File: src/verilog/ioge_pkg.sv
// Purpose: constants for the increment / or / branch execution block
// Assumes: 14-bit instruction words, 8-bit data, 13-bit program counter
// Notes:   opcode encodings are local constants of this block
// Function
// [RULE1] destination bit picks accumulator or file register
// [RULE2] increment-skip: no flags, zero result inserts no-op
// [RULE3] increment stores sum and updates zero flag
// [RULE4] branch loads immediate plus page latch bits
// [RULE5] branch takes two cycles, no flags changed
// [RULE6] or-literal into accumulator, zero flag updated
// [RULE7] or-register to destination, zero flag updated
// [RULE8] eight-bit wrap; zero flag set exactly when zero
package ioge_pkg;
    // ************************************************************
    // widths
    // ************************************************************
    localparam int IOGE_IW   = 14;
    localparam int IOGE_DW   = 8;
    localparam int IOGE_AW   = 7;
    localparam int IOGE_PCW  = 13;
    localparam int IOGE_BRW  = 11;
    localparam int IOGE_DEPTH = 128;
    // ************************************************************
    // instruction fields
    // ************************************************************
    localparam int OPC_HI    = 13;
    localparam int OPC_LO    = 8;
    localparam int BRC_LO    = 11;
    localparam int DEST_BIT  = 7;
    localparam int PAGE_HI   = 4;
    localparam int PAGE_LO   = 3;
    localparam logic [5:0] OPC_INC_REG  = 6'h0a;
    localparam logic [5:0] OPC_INC_SKIP = 6'h0f;
    localparam logic [5:0] OPC_OR_REG   = 6'h04;
    localparam logic [5:0] OPC_OR_LIT   = 6'h38;
    localparam logic [2:0] OPC_BRANCH = 3'h5;
    // ************************************************************
    // reset values and steps
    // ************************************************************
    localparam logic [IOGE_DW-1:0]  ACC_RST  = 8'h00;
    localparam logic [IOGE_DW-1:0]  DATA_ONE = 8'h01;
    localparam logic [IOGE_DW-1:0]  DATA_ZERO = 8'h00;
    localparam logic [IOGE_PCW-1:0] PC_RST   = 13'h0000;
    localparam logic [IOGE_PCW-1:0] PC_STEP  = 13'h0001;

    typedef enum logic [1:0] {IOGE_IDLE, IOGE_EXEC, IOGE_FLUSH} ioge_state_type;
endpackage

File: src/verilog/ioge_file_ram.sv
// Purpose: file register space, one write port, registered read
// Assumes: single clock, read data valid one cycle after address
// Notes:   array has no reset; contents are loaded through the write port
`timescale 1ns/10ps
module ioge_file_ram
    import ioge_pkg::*;
(
    // clock
    input  wire logic                         clk_sys,
    // write port
    input  wire logic                         wr_en,
    input  wire logic [ioge_pkg::IOGE_AW-1:0] wr_addr,
    input  wire logic [ioge_pkg::IOGE_DW-1:0] wr_data,
    // read port
    input  wire logic [ioge_pkg::IOGE_AW-1:0] rd_addr,
    output logic      [ioge_pkg::IOGE_DW-1:0] rd_data_r
);
    import ioge_pkg::*;

    logic [IOGE_DW-1:0] mem [IOGE_DEPTH];

    // write and registered read
    always_ff @(posedge clk_sys)
    begin
        if (wr_en)
        begin
            mem[wr_addr] <= wr_data;
        end
        rd_data_r <= mem[rd_addr];
    end
endmodule

File: src/verilog/ioge_exec.sv
// Purpose: executes increment, increment-skip, or-literal, or-register, branch
// Assumes: instruction offered with a valid/ready handshake on clk_sys
// Notes:   file register space sits in ioge_file_ram with a preload port
`timescale 1ns/10ps
module ioge_exec
    import ioge_pkg::*;
(
    // clock and reset
    input  wire logic                         clk_sys,
    input  wire logic                         rst,
    // instruction in
    input  wire logic                         instr_valid,
    input  wire logic [ioge_pkg::IOGE_IW-1:0] instr_word,
    output logic                              instr_ready,
    // page latch contents
    input  wire logic [ioge_pkg::IOGE_DW-1:0] program_page_latch,
    // file register preload
    input  wire logic                         preload_en,
    input  wire logic [ioge_pkg::IOGE_AW-1:0] preload_addr,
    input  wire logic [ioge_pkg::IOGE_DW-1:0] preload_data,
    // core state out
    output logic      [ioge_pkg::IOGE_DW-1:0] accum_r,
    output logic                              zero_flag_r,
    output logic      [ioge_pkg::IOGE_PCW-1:0] pc_r,
    output logic                              instr_done_r,
    output logic                              no_operation_r
);
    import ioge_pkg::*;

    ioge_state_type      state_r, state_nxt;
    logic [IOGE_IW-1:0]  op_r;
    logic                skip_r, skip_nxt;
    logic [IOGE_DW-1:0]  accum_nxt;
    logic                zero_nxt;
    logic [IOGE_PCW-1:0] pc_nxt;
    logic                done_nxt;
    logic [IOGE_DW-1:0]  rd_data_r;

    // ************************************************************
    // decode of the offered word
    // ************************************************************
    wire        in_is_branch = instr_word[OPC_HI:BRC_LO] == OPC_BRANCH;
    wire        in_is_orlit  = instr_word[OPC_HI:OPC_LO] == OPC_OR_LIT;
    wire        in_is_file   = (instr_word[OPC_HI:OPC_LO] == OPC_INC_REG)
                             | (instr_word[OPC_HI:OPC_LO] == OPC_INC_SKIP)
                             | (instr_word[OPC_HI:OPC_LO] == OPC_OR_REG);
    wire        take         = instr_valid & instr_ready;
    wire [IOGE_DW-1:0] or_lit_res = accum_r | instr_word[IOGE_DW-1:0];   // see [RULE6]
    wire [IOGE_PCW-1:0] branch_pc = {program_page_latch[PAGE_HI:PAGE_LO],
                                     instr_word[IOGE_BRW-1:0]};           // see [RULE4]
    wire [IOGE_PCW-1:0] pc_inc    = pc_r + PC_STEP;

    // ************************************************************
    // decode and result of the held file-register instruction
    // ************************************************************
    wire        op_inc    = op_r[OPC_HI:OPC_LO] == OPC_INC_REG;
    wire        op_skip   = op_r[OPC_HI:OPC_LO] == OPC_INC_SKIP;
    wire        op_dest   = op_r[DEST_BIT];
    wire [IOGE_DW-1:0] inc_res  = rd_data_r + DATA_ONE;                   // see [RULE8]
    wire [IOGE_DW-1:0] file_res = (op_inc | op_skip) ? inc_res
                                                        : (accum_r | rd_data_r); // see [RULE7]
    wire        file_zero = file_res == DATA_ZERO;                        // see [RULE8]
    wire        in_exec   = state_r == IOGE_EXEC;
    wire        file_wr   = in_exec & op_dest;                            // see [RULE1]

    // ram ports: preload owns the write port while idle
    wire                ram_we    = file_wr | (preload_en & (state_r == IOGE_IDLE));
    wire [IOGE_AW-1:0]  ram_waddr = file_wr ? op_r[IOGE_AW-1:0] : preload_addr;
    wire [IOGE_DW-1:0]  ram_wdata = file_wr ? file_res : preload_data;

    assign instr_ready = (state_r == IOGE_IDLE) & ~preload_en;

    ioge_file_ram u_ram
    (
        .clk_sys   (clk_sys),
        .wr_en     (ram_we),
        .wr_addr   (ram_waddr),
        .wr_data   (ram_wdata),
        .rd_addr   (instr_word[IOGE_AW-1:0]),
        .rd_data_r (rd_data_r)
    );

    // ************************************************************
    // next-state logic
    // ************************************************************
    always_comb
    begin
        state_nxt = state_r;
        skip_nxt  = skip_r;
        accum_nxt = accum_r;
        zero_nxt  = zero_flag_r;
        pc_nxt    = pc_r;
        done_nxt  = 1'b0;
        case (state_r)
            IOGE_IDLE:
            begin
                if (take)
                begin
                    if (in_is_branch)
                    begin
                        pc_nxt    = branch_pc;                 // see [RULE4]
                        skip_nxt  = 1'b0;
                        state_nxt = IOGE_FLUSH;                // see [RULE5]
                    end
                    else if (in_is_file)
                    begin
                        state_nxt = IOGE_EXEC;
                    end
                    else
                    begin
                        if (in_is_orlit)
                        begin
                            accum_nxt = or_lit_res;            // see [RULE6]
                            zero_nxt  = or_lit_res == DATA_ZERO;
                        end
                        pc_nxt   = pc_inc;
                        done_nxt = 1'b1;
                    end
                end
            end
            IOGE_EXEC:
            begin
                if (!op_dest)
                begin
                    accum_nxt = file_res;                      // see [RULE1]
                end
                if (!op_skip)
                begin
                    zero_nxt = file_zero;                      // see [RULE3]
                end
                pc_nxt = pc_inc;
                if (op_skip && file_zero)
                begin
                    skip_nxt  = 1'b1;                          // see [RULE2]
                    state_nxt = IOGE_FLUSH;
                end
                else
                begin
                    done_nxt  = 1'b1;
                    state_nxt = IOGE_IDLE;
                end
            end
            IOGE_FLUSH:
            begin
                if (skip_r)
                begin
                    pc_nxt = pc_inc;                           // see [RULE2]
                end
                done_nxt  = 1'b1;
                state_nxt = IOGE_IDLE;
            end
            default:
            begin
                state_nxt = IOGE_IDLE;
            end
        endcase
    end

    // ************************************************************
    // state registers
    // ************************************************************
    always_ff @(posedge clk_sys or posedge rst)
    begin
        if (rst)
        begin
            state_r        <= IOGE_IDLE;
            skip_r         <= 1'b0;
            accum_r        <= ACC_RST;
            zero_flag_r    <= 1'b0;
            pc_r           <= PC_RST;
            instr_done_r   <= 1'b0;
            no_operation_r <= 1'b0;
        end
        else
        begin
            state_r        <= state_nxt;
            skip_r         <= skip_nxt;
            accum_r        <= accum_nxt;
            zero_flag_r    <= zero_nxt;
            pc_r           <= pc_nxt;
            instr_done_r   <= done_nxt;
            no_operation_r <= state_nxt == IOGE_FLUSH;
        end
    end

    // held instruction word for the read cycle
    always_ff @(posedge clk_sys or posedge rst)
    begin
        if (rst)
        begin
            op_r <= '0;
        end
        else if (take)
        begin
            op_r <= instr_word;
        end
    end

    // ************************************************************
    // assertions
    // ************************************************************
    wire [IOGE_DW-1:0] acc_q   = accum_r;
    wire               branch_take = take & in_is_branch;

    dest_acc_a: assert property (@(posedge clk_sys) disable iff (rst) // see [RULE1]
        in_exec & ~op_dest |=> accum_r == $past(file_res))
        else $error("accumulator not loaded for destination zero");
    dest_keep_a: assert property (@(posedge clk_sys) disable iff (rst) // see [RULE1]
        in_exec & op_dest |=> accum_r == $past(acc_q))
        else $error("accumulator changed for destination one");
    skip_flag_a: assert property (@(posedge clk_sys) disable iff (rst) // see [RULE2]
        in_exec & op_skip |=> $stable(zero_flag_r))
        else $error("increment-skip changed the zero flag");
    skip_nop_a: assert property (@(posedge clk_sys) disable iff (rst) // see [RULE2]
        in_exec & op_skip & (rd_data_r == 8'hff) |=> no_operation_r ##1 instr_done_r)
        else $error("zero result did not insert a no-op cycle");
    inc_zero_a: assert property (@(posedge clk_sys) disable iff (rst) // see [RULE3]
        in_exec & op_inc |=> zero_flag_r == ($past(rd_data_r) == 8'hff))
        else $error("increment zero flag wrong");
    branch_pc_a: assert property (@(posedge clk_sys) disable iff (rst) // see [RULE4]
        branch_take |=> pc_r == {$past(program_page_latch[PAGE_HI:PAGE_LO]),
                                 $past(instr_word[IOGE_BRW-1:0])})
        else $error("branch target wrong");
    branch_two_a: assert property (@(posedge clk_sys) disable iff (rst) // see [RULE5]
        branch_take |=> !instr_ready && $stable(zero_flag_r) ##1 instr_done_r && instr_ready)
        else $error("branch not two cycles or flag changed");
    or_lit_a: assert property (@(posedge clk_sys) disable iff (rst) // see [RULE6]
        take & in_is_orlit |=> accum_r == ($past(acc_q) | $past(instr_word[IOGE_DW-1:0]))
                               && zero_flag_r == (accum_r == 8'h00))
        else $error("or-literal result or flag wrong");
    or_reg_a: assert property (@(posedge clk_sys) disable iff (rst) // see [RULE7]
        in_exec & ~op_inc & ~op_skip |=> zero_flag_r == ($past(file_res) == 8'h00))
        else $error("or-register zero flag wrong");
    inc_wrap_a: assert property (@(posedge clk_sys) disable iff (rst) // see [RULE8]
        in_exec & op_inc & ~op_dest & (rd_data_r == 8'hff) |=> accum_r == 8'h00 && zero_flag_r)
        else $error("increment did not wrap to zero");

    skip_c:   cover property (@(posedge clk_sys) disable iff (rst)
        in_exec & op_skip & file_zero);
    branch_c: cover property (@(posedge clk_sys) disable iff (rst) branch_take);
    orreg_c:  cover property (@(posedge clk_sys) disable iff (rst)
        in_exec & ~op_inc & ~op_skip & op_dest);
endmodule

File: config.mk
export PLATFORM = sky130hd
export DESIGN_NAME = ioge_exec
export DESIGN_NICKNAME = d
export VERILOG_FILES = /design/src/verilog/ioge_pkg.sv /design/src/verilog/ioge_file_ram.sv /design/src/verilog/ioge_exec.sv
export SDC_FILE = /design/constraint.sdc
export NUM_CORES = 1
export LEC_CHECK = 0
export CAP_MARGIN = 20
export CORE_ASPECT_RATIO = 0.75
export CORE_MARGIN = 3
export CORE_UTILIZATION = 30
export CTS_CLUSTER_DIAMETER = 50
export DETAILED_ROUTE_END_ITERATION = 6
export DONT_BUFFER_PORTS = 1
export PLACE_DENSITY_LB_ADDON = 0.1
export SETUP_SLACK_MARGIN = 0.2
export SYNTH_ARGS = -nofsm -noshare
export SYNTH_HDL_FRONTEND = slang
export SYNTH_SLANG_ARGS = --single-unit
File: constraint.sdc
create_clock -name clk_sys -period 7.4 [get_ports clk_sys]
set_clock_uncertainty 0.05 [all_clocks]
set_input_delay 1.48 -clock clk_sys [delete_from_list [all_inputs] [get_ports clk_sys]]
set_output_delay 1.48 -clock clk_sys [all_outputs]
set_load 0.02 [all_outputs]
Word level (Yosys, flattened, before mapping). Memories as Yosys holds them, arrays and structs flattened. A register that Yosys moved wholly into a read port is not among the register bits. Cells that the tools add are included.

Word-level logic and storage cells: 88. Bits of input ports: 41. Memories: 1. Register bits after elaboration: 41. Output and inout port bits: 25. Memory bits (writable): 1024.

Memory list: u_ram.mem (depth 128, bits a word 8, rd ports 1, clocked after memory_dff 1, wr ports 1, line ioge_file_ram.sv:20) `logic [IOGE_DW-1:0] mem [IOGE_DEPTH];`.

Reduce and logical (&&, ||, !) cells: 10. Bitwise logic cells: 11. Equality and inequality tests: 20. $add $sub $neg: 2. Mux-type cells: 36.

Operators with widths (count): $mux 8 (7); $mux 13 (4); $pmux 13 s3 (1); $eq 6x4->1 const B (4); $logic_not 8->1 (2); $ne 2x2->1 const B (8); $or 8x8->8 (2); $pmux 8 s2 (1); $mux 1 (14); $add 13x1->13 const B (1); $reduce_and 6->1 (2); $add 8x1->8 const B (1); $mux 2 (4); $reduce_and 4->1 (2); $mux 7 (1); $eq 6x3->1 const B (1); $eq 6x6->1 const B (1); $and 1x1->1 (4); $eq 2x2->1 const B (2); $or 1x1->1 (4); $pmux 1 s2 (2); $pmux 2 s2 (1); $eq 3x3->1 const B (1); $ne 3x3->1 const B (1); other kinds (8) (8).

Logic depth before layout (Yosys ltp). Gate-level depths: netlist (run 1).

Depth in word-level cells: 8. Depth in mapped cells: 10. Depth with buffers taken out: 8.

Cells and area by module. From an unflattened synthesis (run 1), not the netlist that was laid out.

Cells, all modules: 1958. Area total of the unflattened synthesis: 42394.4 um^2.

Modules (own cells, without submodules): ioge_file_ram (area an instance 39665.5 um^2, cells an instance 1635, instances 1, sequential area each 30909.6 um^2); ioge_exec (area an instance 2728.9 um^2, cells an instance 323, instances 1, sequential area each 1026.0 um^2).

Worst setup path before layout (run 1). Ideal clock, no wire load.

Path type: register to register. Start point: register state_r[1]. End point: memory u_ram.mem[0][6] (data pin). Library setup time: 1223 ps. Stages on the path, launching flop included: 7. Data required time: 6127 ps. Period minus slack after synthesis: 7825 ps. Slack: -425 ps. Arrival: 6552 ps. Buffers on the path: 2. Path through: dfrtp_1 > inv_1 > ha_1 > nand2_1 > clkbuf_1 > clkbuf_1 > o31ai_1.

Cells in the longest elaborated chain, start to end: 3.

Ends and longest elaborated chain: from (decl) (line ioge_exec.sv:30) `ioge_state_type state_r, state_nxt;`; from (signal assigned) (line ioge_exec.sv:176) `state_r <= state_nxt;`; $eq 2x1->1 (line ioge_exec.sv:63) `wire in_exec = state_r == IOGE_EXEC;`; via in_exec (line ioge_exec.sv:63); $and 1x1->1 (line ioge_exec.sv:64) `wire file_wr = in_exec & op_dest;`; $mux 8 (line ioge_exec.sv:69) `wire [IOGE_DW-1:0] ram_wdata = file_wr ? file_res : preload_data;`; via ram_wdata[6] (line ioge_exec.sv:69); to (decl) (line ioge_file_ram.sv:20).

The timed path passes the listed nets, and every way through them passes these cells.

Final worst setup path (run 1).
Start point: register state_r[1]. End point: memory u_ram.mem[32][4] (enable).

Cells in the longest elaborated chain, start to end: 5. Elaborated cells between the ends (all ways): 8. Classes of those cells: eq/ne: 1; mux: 3; bitwise: 3; reduce/logical: 1.

Ends and longest elaborated chain: $eq 2x1->1 (*) (line ioge_exec.sv:63); via in_exec (line ioge_exec.sv:63); $and 1x1->1 (*) (line ioge_exec.sv:64); $or 1x1->1 (line ioge_exec.sv:67) `wire ram_we = file_wr | (preload_en & (state_r == IOGE_IDLE));`; $mux 1 (line ioge_file_ram.sv:25) `if (wr_en)`; $mux 1 (not written as such) (line ioge_file_ram.sv:27) `mem[wr_addr] <= wr_data;`.

The timed path passes the listed nets; every way through them passes the cells marked *.

==> impl_summary.log, run 1 <==
INFO  metric netlist_instances = 2364
INFO  metric die_height = 333 um
INFO  metric postCtsSetupRepairBufs = 0
INFO  metric remaining_antenna_violation_count = 0
INFO  metric internal_power = 10900 uW
INFO  metric post-route-util = 34.8%
INFO  metric remaining_drc_errors = 0
INFO  metric ys_seq_area_share = 74.5%
INFO  metric nFillCells = 13400
INFO  metric detail_route.vias_per_cell = 5.06
INFO  metric via_count = 22100
INFO  metric timing_worst_setup_path_type = register to register
INFO  metric tritoncts.num_buffers = 116
INFO  metric setup-tns-final = 0 ns
INFO  metric cts_hold_repair.buffers = 0
INFO  metric reg2reg_slack = 3.05 ns
INFO  metric crit-reg2reg-capture = u_ram.mem[32][4]
INFO  metric worstSkewPairLatency = 0.72 ns
INFO  metric failed_checks = max-slew violations
INFO  metric hp-class = register to register
INFO  metric final.period_utilization = 58.7%
INFO  metric cts.htree.levels = 3
INFO  metric critPathRequiredTime = 7.69 ns
INFO  metric power.net_switching = 3360 uW
INFO  metric synthesis.area_per_instance = 18.1 um^2
INFO  metric sw_frac_of_total = 23.5%
INFO  metric postLayoutCellArea = 49100 um^2
INFO  metric final_min_period = 4.35 ns
INFO  metric placedCellCount = 4150
INFO  metric totalWireLength = 120 mm
INFO  metric layoutNonFillerInstCount = 4372
INFO  metric worst-slew-pin-transition = 1.57 ns
INFO  metric timing.max_slew.rel_slack = -4.36%
INFO  metric cts_tree = done
INFO  metric timing.final.max_slew_violations = 116
INFO  metric grt-ovfl-total = 0
INFO  metric synth_cell_type_count = 66
INFO  metric synth-edff-count = 1024
INFO  metric synth_top_cells_by_count = 1024 x sky130_fd_sc_hd__edfxtp_1, 225 x sky130_fd_sc_hd__mux2i_1, 166 x sky130_fd_sc_hd__nand2_1
INFO  metric crit_path_end = u_ram.mem[32][4]
INFO  metric synth_async_sr_flop_share = 3.82%
INFO  metric grt_pass1_vias = 22300
INFO  metric p_seq_share = 49.7%
INFO  metric gp_routability_congestion = 0.789
INFO  metric placementRows = 119
INFO  metric synth.yosys.warnings = 0
INFO  metric leakage = 0.0158 uW
INFO  metric synth_top_cell_area_share = 71.7%
INFO  metric clk_pin_slew_worst_paths = 0.06 ns
INFO  metric die-width = 443 um
INFO  metric floorplan.initialDensity = 30.4%
INFO  metric status = finished, violations left
INFO  metric drt_pre_antenna_iters = 7
INFO  metric grt_util_all_layers = 16.0%
INFO  metric postPlaceCellArea = 45000 um^2
INFO  metric cts_sinks = 1073
INFO  metric yosys_register_bits = 1073
INFO  metric setup_violators_final = 0
INFO  metric startpoint = state_r[1]
INFO  metric worst_ep_arrival_time = 4.64 ns
INFO  metric design.die.area = 148000 um^2
INFO  metric antenna_found_initial = 9
INFO  metric syn-num-nets = 2412
INFO  metric power_frac_clock = 43.3%
INFO  metric timing.critical_path.to_type = register
INFO  metric floorplan.io_pins = 66
INFO  metric worst_r2r_startpoint = state_r[1]
INFO  metric drtIter0Drc = 2081
INFO  metric coreArea = 141000 um^2
INFO  metric grt_setup_unrepaired = false
INFO  metric number_of_port_buffers = 0
INFO  metric drive_gt1_share = 17.8%
INFO  metric max_cap_violations = 0
INFO  metric netlist.top_cell.by_area = sky130_fd_sc_hd__edfxtp_1
INFO  metric post_cts.resized_instances = 0
INFO  metric synth.cell_area = 42900 um^2
INFO  metric worst_r2r_path_depth = 8
INFO  metric syn_to_final_growth = 14.6%
INFO  metric detail_route.wl_per_cell = 27.5 um
INFO  metric irDropWorstVdd = 0.178 mV
INFO  metric cts_buffer_depth = 3
INFO  metric most_instantiated_library_cell_after_synthesis = sky130_fd_sc_hd__edfxtp_1
INFO  metric detailed_place_hpwl = 71.1 mm
INFO  metric max_freq = 230 MHz
INFO  metric whs = 0.431 ns
INFO  metric hold_viol = 0
INFO  metric power.share.combinational = 6.9%
INFO  metric maximum_number_of_pins_on_one_net_before_global_route_repair = 365
INFO  metric start_kind = register
INFO  metric clock_tree.root_cell = sky130_fd_sc_hd__clkbuf_16
INFO  metric first_pass_grt_wire_length = 170 mm
INFO  metric synth_top_cells_by_area = sky130_fd_sc_hd__edfxtp_1 72%, sky130_fd_sc_hd__mux4_2 8.4%, sky130_fd_sc_hd__mux2i_1 5.3%, sky130_fd_sc_hd__dfrtp_1 2.4%, sky130_fd_sc_hd__nand2_1 1.5%
INFO  metric dominantRegCellSynth = sky130_fd_sc_hd__edfxtp_1
INFO  metric crit_path_max_fanout = 42
INFO  metric pwr_density_cell = 291 nW/um^2
INFO  metric final_net_count = 2443
## how the worst min path moves through the flow
stage | startpoint | endpoint | slack, ns | depth (start not counted)
floorplan | op_r[11] | op_r[11] | 0.39 | 2
global placement | op_r[11] | op_r[11] | 0.42 | 2
detailed placement | op_r[11] | op_r[11] | 0.42 | 2
CTS | op_r[11] | op_r[11] | 0.44 | 2
global route | op_r[12] | op_r[12] | 0.47 | 2
finish | op_r[11] | op_r[11] | 0.43 | 2
## kinds of logic (layout without fill, tap and decap cells)
| family | after synthesis | count (layout) | synth area share (%) |
|---|---|---|---|
| AND/OR/NAND/NOR | 440 | 440 | 4.65 |
| adder cells (fa/ha/maj) | 7 | 7 | 0.204 |
| AO/OA/AOI/OAI | 291 | 291 | 4.64 |
| flip-flops | 1073 | 1073 | 74.5 |
| buffers and inverters | 141 | 273 | 1.69 |
| XOR/XNOR | 1 | 1 | 0.0204 |
| other | 0 | 1 | 0 |
| multiplexers | 411 | 411 | 14.3 |
## worst max-delay path, cell delays in order (launching register included)
cell and delay (ns):
sky130_fd_sc_hd__dfrtp_1 0.42, sky130_fd_sc_hd__inv_1 0.08, sky130_fd_sc_hd__ha_1 0.39, sky130_fd_sc_hd__nand2_2 0.15, sky130_fd_sc_hd__buf_4 0.47, sky130_fd_sc_hd__mux2i_1 0.56, sky130_fd_sc_hd__nand2b_1 0.25, sky130_fd_sc_hd__nand2b_2 0.65
sky130_fd_sc_hd__nor2_1 0.90
## stage by stage
step	setup WS, ns	total power (uW)
6_report	3.05	14300
5_1_grt	2.84	14800
4_1_cts	3.10	14500
3_5_place_dp	2.98	8240
3_3_place_gp	2.96	8210
2_1_floorplan	-0.343	7900
## state kept, by name, summed over array words and instances, names as in the netlist, 2 cells and up
signal           count
u_ram.mem         1024
accum_r              8
state_r              2
u_ram.rd_data_r      8
pc_r                13
op_r                14
## metal layers
metal	GRT usage, %	part of all wire (%)	vias up
met4	3.44	1.8	0
met1	24.8	49	11800
met3	2.66	5.2	166
met2	23.5	44	578
li1	-	-	9603
met5	0	0	-
## cell usage in the layout (no fill, tap or decap), types with 6 or more instances in the layout
cell / count
sky130_fd_sc_hd__a31oi_1: 7
sky130_fd_sc_hd__o21ai_0: 21
sky130_fd_sc_hd__clkinv_2: 17
sky130_fd_sc_hd__inv_6: 9
sky130_fd_sc_hd__edfxtp_1: 1024
sky130_fd_sc_hd__a21oi_1: 89
sky130_fd_sc_hd__clkbuf_8: 6
sky130_fd_sc_hd__bufinv_16: 21
sky130_fd_sc_hd__o211ai_1: 19
sky130_fd_sc_hd__mux2_2: 25
sky130_fd_sc_hd__or4_1: 9
sky130_fd_sc_hd__a22o_1: 17
sky130_fd_sc_hd__a221oi_1: 8
sky130_fd_sc_hd__nand3_1: 24
sky130_fd_sc_hd__ha_1: 7
sky130_fd_sc_hd__nor3_1: 6
sky130_fd_sc_hd__clkbuf_1: 21
sky130_fd_sc_hd__buf_4: 40
sky130_fd_sc_hd__nor2b_1: 11
sky130_fd_sc_hd__o22ai_1: 6
sky130_fd_sc_hd__nor2_1: 154
sky130_fd_sc_hd__dfxtp_1: 8
sky130_fd_sc_hd__a211o_1: 16
sky130_fd_sc_hd__mux4_2: 160
sky130_fd_sc_hd__clkinv_1: 13
sky130_fd_sc_hd__nand2_1: 165
sky130_fd_sc_hd__nand4_1: 14
sky130_fd_sc_hd__or2_2: 9
sky130_fd_sc_hd__clkbuf_16: 118
sky130_fd_sc_hd__nand3b_1: 8
sky130_fd_sc_hd__o2111ai_1: 24
sky130_fd_sc_hd__inv_1: 7
sky130_fd_sc_hd__a2111oi_0: 8
sky130_fd_sc_hd__clkinv_4: 9
sky130_fd_sc_hd__a22oi_1: 16
sky130_fd_sc_hd__mux2i_1: 225
sky130_fd_sc_hd__nand2b_1: 7
sky130_fd_sc_hd__dfrtp_1: 41
sky130_fd_sc_hd__a211oi_1: 22
## cell type report
type	instances	area (um^2)	area share, %
flip-flops and latches	1073	31900	65.0
multi-input cells	1150	10400	21.1
clock buffers	145	3110	6.34
well taps	1875	2350	4.77
clock inverters	74	980	1.99
repair buffers	46	377	0.766
inverters	8	30.0	0.0611
diodes	1	2.50	0.00509
## power by group through the flow
stage | clock network [uW] | logic (uW) | registers [uW]
after floorplan | 0 | 677 | 7220
after global placement | 0 | 977 | 7240
after detailed placement | 0 | 996 | 7240
after CTS | 6360 | 997 | 7110
after global routing | 6600 | 1080 | 7130
final | 6200 | 991 | 7120
(Power assumes the default switching activity.)
==> inputs of run 2 (changes only) <==
==> constraint.sdc (replaced) <==
create_clock -name clk_sys -period 3.6 [get_ports clk_sys]
set_clock_uncertainty 0.05 [all_clocks]
set_input_delay 0.72 -clock clk_sys [delete_from_list [all_inputs] [get_ports clk_sys]]
set_output_delay 0.72 -clock clk_sys [all_outputs]
set_load 0.02 [all_outputs]
==> impl_summary.log, run 2 (synthesized netlist as in run 1, its figures left out) <==
INFO  metric detail_route.vias_per_cell = 4.95 (was 5.06)
INFO  metric totalWireLength = 118 mm (was 120 mm)
INFO  metric number_of_port_buffers = 0 (unchanged)
INFO  metric hp-class = input port to async pin (was register to register)
INFO  metric die-width = 443 um (unchanged)
INFO  metric via_count = 22200 (was 22100)
INFO  metric timing_worst_setup_path_type = input port to register (was register to register)
INFO  metric critical-path-top-delay-family = multiplexers (was simple AND/OR/NAND/NOR gates)
INFO  metric cts_sinks = 1073 (unchanged)
INFO  metric antenna_found_initial = 9 (unchanged)
INFO  metric status = finished, violations left (unchanged)
INFO  metric irDropWorstVdd = 0.351 mV (was 0.178 mV)
INFO  metric setup-tns-final = -0.376 ns (was 0 ns)
INFO  metric cts_tree = done (unchanged)
INFO  metric first_pass_grt_wire_length = 168 mm (was 170 mm)
INFO  metric postPlaceCellArea = 46100 um^2 (was 45000 um^2)
INFO  metric drt_pre_antenna_iters = 5 (was 7)
INFO  metric grt_util_all_layers = 15.9% (was 16.0%)
INFO  metric mostFrequentLayoutCells = 1024 x sky130_fd_sc_hd__edfxtp_1, 225 x sky130_fd_sc_hd__mux2i_1, 165 x sky130_fd_sc_hd__nand2_1, 160 x sky130_fd_sc_hd__mux4_2, 147 x sky130_fd_sc_hd__nor2_1 (was 1024 x sky130_fd_sc_hd__edfxtp_1, 225 x sky130_fd_sc_hd__mux2i_1, 165 x sky130_fd_sc_hd__nand2_1, 160 x sky130_fd_sc_hd__mux4_2, 154 x sky130_fd_sc_hd__nor2_1)
INFO  metric timing.max_slew.rel_slack = -56.7% (was -4.36%)
INFO  metric clock_tree.root_cell = sky130_fd_sc_hd__clkbuf_16 (unchanged)
INFO  metric syn_to_final_growth = 16.7% (was 14.6%)
INFO  metric max_stage_delay = 1.28 ns (was 0.90 ns)
INFO  metric worstSkewPairLatency = 0.71 ns (was 0.72 ns)
INFO  metric pwr_density_cell = 575 nW/um^2 (was 291 nW/um^2)
INFO  metric timing.critical_path.to_type = register (unchanged)
INFO  metric hold_viol = 0 (unchanged)
INFO  metric clk_pin_slew_worst_paths = 0.06 ns (about the same)
INFO  metric detail_route.wl_per_cell = 26.3 um (was 27.5 um)
INFO  metric preCtsSetupSlack = 0.319 ns (was 2.98 ns)
INFO  metric design.die.area = 148000 um^2 (unchanged)
INFO  metric remaining_antenna_violation_count = 0 (unchanged)
INFO  metric critical_path_buf_inv_count = 0 (was 2)
INFO  metric post-route-util = 35.5% (was 34.8%)
INFO  metric timing.final.max_slew_violations = 237 (was 116)
INFO  metric mostFrequentLayoutCell = sky130_fd_sc_hd__edfxtp_1 (unchanged)
INFO  metric start_kind = input port (was register)
INFO  metric placementRows = 119 (unchanged)
INFO  metric gp_routability_congestion = 0.804 (was 0.789)
INFO  metric floorplan.io_pins = 66 (unchanged)
INFO  metric max_cap_violations = 0 (unchanged)
INFO  metric postLayoutCellArea = 50000 um^2 (was 49100 um^2)
INFO  metric startpoint = instr_word[0] (was state_r[1])
INFO  metric final_min_period = 3.73 ns
INFO  metric detailed_place_hpwl = 70.3 mm (was 71.1 mm)
INFO  metric largest_register = u_ram.mem (unchanged)
INFO  metric cts_buffer_depth = 3 (unchanged)
INFO  metric floorplan.initialDensity = 30.4% (unchanged)
INFO  metric layout_top_registers = u_ram.mem (1024), op_r (14), pc_r (13) (unchanged)
INFO  metric coreArea = 141000 um^2 (unchanged)
INFO  metric cts.htree.levels = 3 (unchanged)
INFO  metric tritoncts.num_buffers = 119 (was 116)
INFO  metric leakage = 0.0163 uW (was 0.0158 uW)
INFO  metric grt_pass1_vias = 22700 (was 22300)
INFO  metric drtIter0Drc = 2043 (was 2081)
INFO  metric setup_violators_final = 7 (was 0)
INFO  metric critical_path.most_common_cell = sky130_fd_sc_hd__a21oi_1
INFO  metric failed_checks = max-slew violations, negative setup slack (was max-slew violations)
INFO  metric largest_register_ffs = 1024 (unchanged)
INFO  metric max_freq = 268 MHz
INFO  metric critPathRequiredTime = 4.13 ns (was 7.69 ns)
INFO  metric worst-slew-pin-transition = 2.35 ns (was 1.57 ns)
INFO  metric final.period_utilization = 104%
INFO  metric cts_hold_repair.buffers = 0 (unchanged)
INFO  metric fin_ws = -0.128 ns (was 3.05 ns)
INFO  metric final_net_count = 2563 (was 2443)
INFO  metric grt-ovfl-total = 0 (unchanged)
INFO  metric crit_path_max_fanout = 364 (was 42)
INFO  metric worst_ep_arrival_time = 4.25 ns (was 4.64 ns)
INFO  metric remaining_drc_errors = 0 (unchanged)
INFO  metric drive_gt1_share = 21.7% (was 17.8%)
INFO  metric grt_setup_unrepaired = true (was false)
INFO  metric cell_by_cell_listing_of_the_critical_path = mux4_2 > nor2_1 > a21oi_1 > nand4_1 > a21oi_1 > or4_1 (was inv_1 > ha_1 > nand2_2 > buf_4 > mux2i_1 > nand2b_1 > nand2b_2 > nor2_1)
INFO  metric critical_path.slowest_cell = sky130_fd_sc_hd__mux4_2 (was sky130_fd_sc_hd__nor2_1)
INFO  metric worst_r2r_startpoint = state_r[1] (unchanged)
INFO  metric maximum_number_of_pins_on_one_net_before_global_route_repair = 365 (unchanged)
INFO  metric die_height = 333 um (unchanged)
## run 2: layer usage
metal / wire length [um] / global-route usage, %
met5: 0 / 0
met4: 2470 / 3.81
met3: 6420 / 3.21
met2: 53300 / 24.2
met1: 55900 / 23.3
## run 2: metrics by stage
step / instances / hold WS, ns / power [uW]
floorplan: 2364 / 0.387 / 16200
global placement: 4269 / 0.408 / 17000
detailed placement: 4269 / 0.416 / 17000
CTS: 4491 / 0.0198 / 29100
global route: 4492 / 0.0413 / 29900
finish: 4494 / 0.0716 / 28800
## run 2: final cells by class
| type | instances | area, um^2 |
|---|---|---|
| clock inverter | 78 | 757 |
| fill | 13200 | 91100 |
| timing repair buffer | 163 | 1440 |
| clock buffer | 144 | 3120 |
| sequential | 1073 | 31900 |
| multi-input combinational | 1150 | 10400 |
| antenna | 3 | 7.51 |
| tap | 1875 | 2350 |
| inverter | 8 | 30.0 |
## run 2: timing repair
action                     in CTS  in global routing
buffers inserted                0                  0
gates resized for setup         0                  7
setup endpoints to repair       0                 80
## run 2: worst register-to-register path, cell delays in order, from the launching register on
cell	delay, ns
sky130_fd_sc_hd__dfrtp_1	0.41
sky130_fd_sc_hd__inv_1	0.11
sky130_fd_sc_hd__ha_4	0.19
sky130_fd_sc_hd__nand2_2	0.18
sky130_fd_sc_hd__buf_4	0.36
sky130_fd_sc_hd__nand3b_1	0.11
sky130_fd_sc_hd__o21ai_0	0.10
sky130_fd_sc_hd__buf_4	0.25
sky130_fd_sc_hd__nand2_1	0.35
sky130_fd_sc_hd__nor2_1	0.70
## run 2: path summary, 6_finish.rpt
path / depth (start not counted) / end / slack [ns]
max in group asynchronous: 1 / pc_r[12] / 2.83
min: 1 / accum_r[0] / 0.07
max reg2reg: 9 / u_ram.mem[109][5] / 0.39
max: 6 / u_ram.rd_data_r[0] / -0.13
min reg2reg: 2 / op_r[11] / 0.43
min in group clk_sys: 2 / op_r[11] / 0.09
## run 2: power by group
group,leakage (uW),internal (uW),switching [uW]
logic,0.00470,749,1370
clock network,0.00186,6990,5020
registers,0.00976,14200,479
==> inputs of run 3 (changes only) <==
--- a/config.mk
+++ b/config.mk
@@ -5,14 +5,15 @@
 export SDC_FILE = /design/constraint.sdc
 export NUM_CORES = 1
 export LEC_CHECK = 0
+export ABC_CLOCK_PERIOD_IN_PS = 3600
 export CAP_MARGIN = 20
 export CORE_ASPECT_RATIO = 0.75
-export CORE_MARGIN = 3
+export CORE_MARGIN = 2
 export CORE_UTILIZATION = 30
 export CTS_CLUSTER_DIAMETER = 50
 export DETAILED_ROUTE_END_ITERATION = 6
 export DONT_BUFFER_PORTS = 1
-export PLACE_DENSITY_LB_ADDON = 0.1
+export PLACE_DENSITY = 0.53
 export SETUP_SLACK_MARGIN = 0.2
 export SYNTH_ARGS = -nofsm -noshare
 export SYNTH_HDL_FRONTEND = slang
==> impl_summary.log, run 3 (synthesized netlist as in run 1, its figures left out) <==
INFO  metric worst-slew-pin-transition = 2.04 ns (was 2.35 ns)
INFO  metric cts.htree.levels = 3 (unchanged)
INFO  metric max_freq = 279 MHz (was 268 MHz)
INFO  metric timing.max_slew.rel_slack = -35.7% (was -56.7%)
INFO  metric setup-tns-final = 0 ns (was -0.376 ns)
INFO  metric coreArea = 142000 um^2 (was 141000 um^2)
INFO  metric clock_tree.root_cell = sky130_fd_sc_hd__clkbuf_16 (unchanged)
INFO  metric timing.final.max_slew_violations = 190 (was 237)
INFO  metric worst_r2r_startpoint = state_r[1] (unchanged)
INFO  metric power.share.combinational = 7.6% (was 7.4%)
INFO  metric antenna_found_initial = 3 (was 9)
INFO  metric final.period_utilization = 99.7% (was 104%)
INFO  metric final_net_count = 2510 (was 2563)
INFO  metric irDropWorstVdd = 0.300 mV (was 0.351 mV)
INFO  metric preCtsSetupSlack = 0.0387 ns (was 0.319 ns)
INFO  metric hp-class = input port to register (was input port to async pin)
INFO  metric grt-ovfl-total = 0 (unchanged)
INFO  metric largest_register = u_ram.mem (unchanged)
INFO  metric status = finished, violations left (unchanged)
INFO  metric syn_to_final_growth = 14.9% (was 16.7%)
INFO  metric drive_gt1_share = 21.0% (was 21.7%)
INFO  metric remaining_drc_errors = 0 (unchanged)
INFO  metric final_min_period = 3.59 ns (was 3.73 ns)
INFO  metric pwr_density_cell = 555 nW/um^2 (was 575 nW/um^2)
INFO  metric power.net_switching = 6520 uW (was 6870 uW)
INFO  metric first_pass_grt_wire_length = 157 mm (was 168 mm)
INFO  metric maximum_number_of_pins_on_one_net_before_global_route_repair = 365 (unchanged)
INFO  metric start_kind = input port (unchanged)
INFO  metric gp_routability_congestion = 0.856 (was 0.804)
INFO  metric detail_route.vias_per_cell = 5.08 (was 4.95)
INFO  metric grt_setup_unrepaired = true (unchanged)
INFO  metric worst_ep_arrival_time = 4.12 ns (was 4.25 ns)
INFO  metric totalWireLength = 108 mm (was 118 mm)
INFO  metric setup_violators_final = 0 (was 7)
INFO  metric timing_worst_setup_path_type = input port to register (unchanged)
INFO  metric cts_buffer_depth = 3 (unchanged)
INFO  metric grt_util_all_layers = 14.6% (was 15.9%)
INFO  metric detail_route.wl_per_cell = 24.4 um (was 26.3 um)
INFO  metric timing.critical_path.to_type = register (unchanged)
INFO  metric cell_by_cell_listing_of_the_critical_path = mux4_2 > o211ai_1 > a211o_1 > a21oi_1 > or4_1 (was mux4_2 > nor2_1 > a21oi_1 > nand4_1 > a21oi_1 > or4_1)
INFO  metric failed_checks = max-slew violations (was max-slew violations, negative setup slack)
INFO  metric floorplan.io_pins = 66 (unchanged)
INFO  metric worst_hold_startpoint = instr_word[13]
INFO  metric remaining_antenna_violation_count = 0 (unchanged)
INFO  metric drtIter0Drc = 2369 (was 2043)
INFO  metric power_frac_clock = 38.9% (was 41.7%)
INFO  metric layout_top_registers = u_ram.mem (1024), op_r (14), pc_r (13) (unchanged)
INFO  metric hold_depth = 2
INFO  metric reg2reg_slack = 0.32 ns (was 0.39 ns)
INFO  metric floorplan.initialDensity = 30.1% (was 30.4%)
INFO  metric cts_sinks = 1073 (unchanged)
INFO  metric worstSkewPairLatency = 0.71 ns (about the same)
INFO  metric leakage = 0.0158 uW (was 0.0163 uW)
INFO  metric largest_register_ffs = 1024 (unchanged)
INFO  metric drt_pre_antenna_iters = 5 (unchanged)
INFO  metric grt_pass1_vias = 22700 (about the same)
INFO  metric critical_path.slowest_cell = sky130_fd_sc_hd__mux4_2 (unchanged)
INFO  metric crit_path_max_fanout = 364 (unchanged)
INFO  metric via_count = 22600 (was 22200)
INFO  metric detailed_place_hpwl = 65.0 mm (was 70.3 mm)
INFO  metric p_seq_share = 53.4% (was 50.9%)
INFO  metric hold_viol = 0 (unchanged)
INFO  metric placedCellCount = 4247 (was 4269)
INFO  metric placementRows = 120 (was 119)
INFO  metric clk_pin_slew_worst_paths = 0.06 ns (about the same)
INFO  metric layoutNonFillerInstCount = 4439 (was 4494)
INFO  metric nFillCells = 13300 (was 13200)
INFO  metric design.die.area = 146000 um^2 (was 148000 um^2)
INFO  metric crit-reg2reg-capture = u_ram.mem[119][6] (was u_ram.mem[109][5])
INFO  metric hold_path_end = op_r[13]
INFO  metric fin_ws = 0.0110 ns (was -0.128 ns)
INFO  metric sw_frac_of_total = 23.8% (was 23.9%)
INFO  metric internal_power = 20800 uW (was 21900 uW)
INFO  metric critPathRequiredTime = 4.13 ns (about the same)
INFO  metric max_stage_delay = 1.17 ns (was 1.28 ns)
INFO  metric die-width = 441 um (was 443 um)
INFO  metric cts_tree = done (unchanged)
INFO  metric max_cap_violations = 0 (unchanged)
INFO  metric mostFrequentLayoutCell = sky130_fd_sc_hd__edfxtp_1 (unchanged)
INFO  metric die_height = 331 um (was 333 um)
INFO  metric tritoncts.num_buffers = 103 (was 119)
INFO  metric mostFrequentLayoutCells = 1024 x sky130_fd_sc_hd__edfxtp_1, 225 x sky130_fd_sc_hd__mux2i_1, 163 x sky130_fd_sc_hd__nand2_1, 160 x sky130_fd_sc_hd__mux4_2, 113 x sky130_fd_sc_hd__nor2_1 (was 1024 x sky130_fd_sc_hd__edfxtp_1, 225 x sky130_fd_sc_hd__mux2i_1, 165 x sky130_fd_sc_hd__nand2_1, 160 x sky130_fd_sc_hd__mux4_2, 147 x sky130_fd_sc_hd__nor2_1)
INFO  metric worst_r2r_path_depth = 8 (was 9)
INFO  metric number_of_port_buffers = 0 (unchanged)
## run 3: cell type report
type,instances,area [um^2],area share (%)
Inverter,8,30.0,0.0610
Clock inverter,69,582,1.18
Clock buffer,120,2690,5.47
Tap cell,1891,2370,4.80
Timing Repair Buffer,126,1150,2.33
Sequential cell,1073,31900,64.8
Antenna cell,2,5.00,0.0102
Multi-Input combinational cell,1150,10500,21.3
## run 3: what timing repair did
| action | in CTS | in global routing |
|---|---|---|
| gates resized for setup | 29 | 17 |
| endpoints found under the setup margin | 288 | 393 |
| hold buffers | 1 | 0 |
| buffers inserted | 0 | 0 |
| hold endpoints to repair | 41 | 0 |
## run 3: how the worst max path moves through the flow
stage | startpoint | endpoint | slack (ns) | cells after the start
final | instr_word[0] | u_ram.rd_data_r[3] | 0.01 | 5
after global placement | state_r[1] | u_ram.mem[7][3] | 0.08 | 7
after detailed placement | state_r[1] | u_ram.mem[22][1] | 0.04 | 7
after CTS | state_r[1] | u_ram.mem[0][6] | 0.03 | 7
after global routing | state_r[1] | u_ram.mem[119][6] | 0.16 | 8
after floorplan | state_r[1] | u_ram.mem[0][2] | -0.29 | 7
## run 3: metrics by stage
step | hold slack [ns] | utilization, % | area (um^2) | total power [uW]
6_report | 0.0688 | 34.6 | 49300 | 27400
5_1_grt | 0.0442 | 34.6 | 49300 | 28200
4_1_cts | 0.0187 | 34.6 | 49200 | 27600
3_5_place_dp | 0.425 | 32.2 | 45900 | 16900
3_3_place_gp | 0.417 | 32.2 | 45900 | 16800
2_1_floorplan | 0.387 | - | 43000 | 16200
## run 3: layer usage
metal / global-route usage, % / part of all wire [%] / vias up
li1: - / - / 9708
met3: 3.51 / 8.1 / 160
met4: 4.02 / 2.3 / 0
met5: 0 / 0 / -
met1: 21.5 / 45 / 11800
met2: 21.4 / 44 / 863
## run 3: worst max-delay path, delay by kind of cell
family | cells | cell delay, ns
AND/OR/NAND/NOR | 1 | 0.53
multiplexers | 1 | 1.17
AO/OA/AOI/OAI | 3 | 0.75
## run 3: power groups by stage
stage / clock, uW / combinational [uW] / sequential [uW]
4_1_cts: 10900 / 2070 / 14600
6_report: 10700 / 2090 / 14600
3_5_place_dp: 0 / 2060 / 14900
3_3_place_gp: 0 / 1990 / 14800
2_1_floorplan: 0 / 1420 / 14800
5_1_grt: 11400 / 2250 / 14600
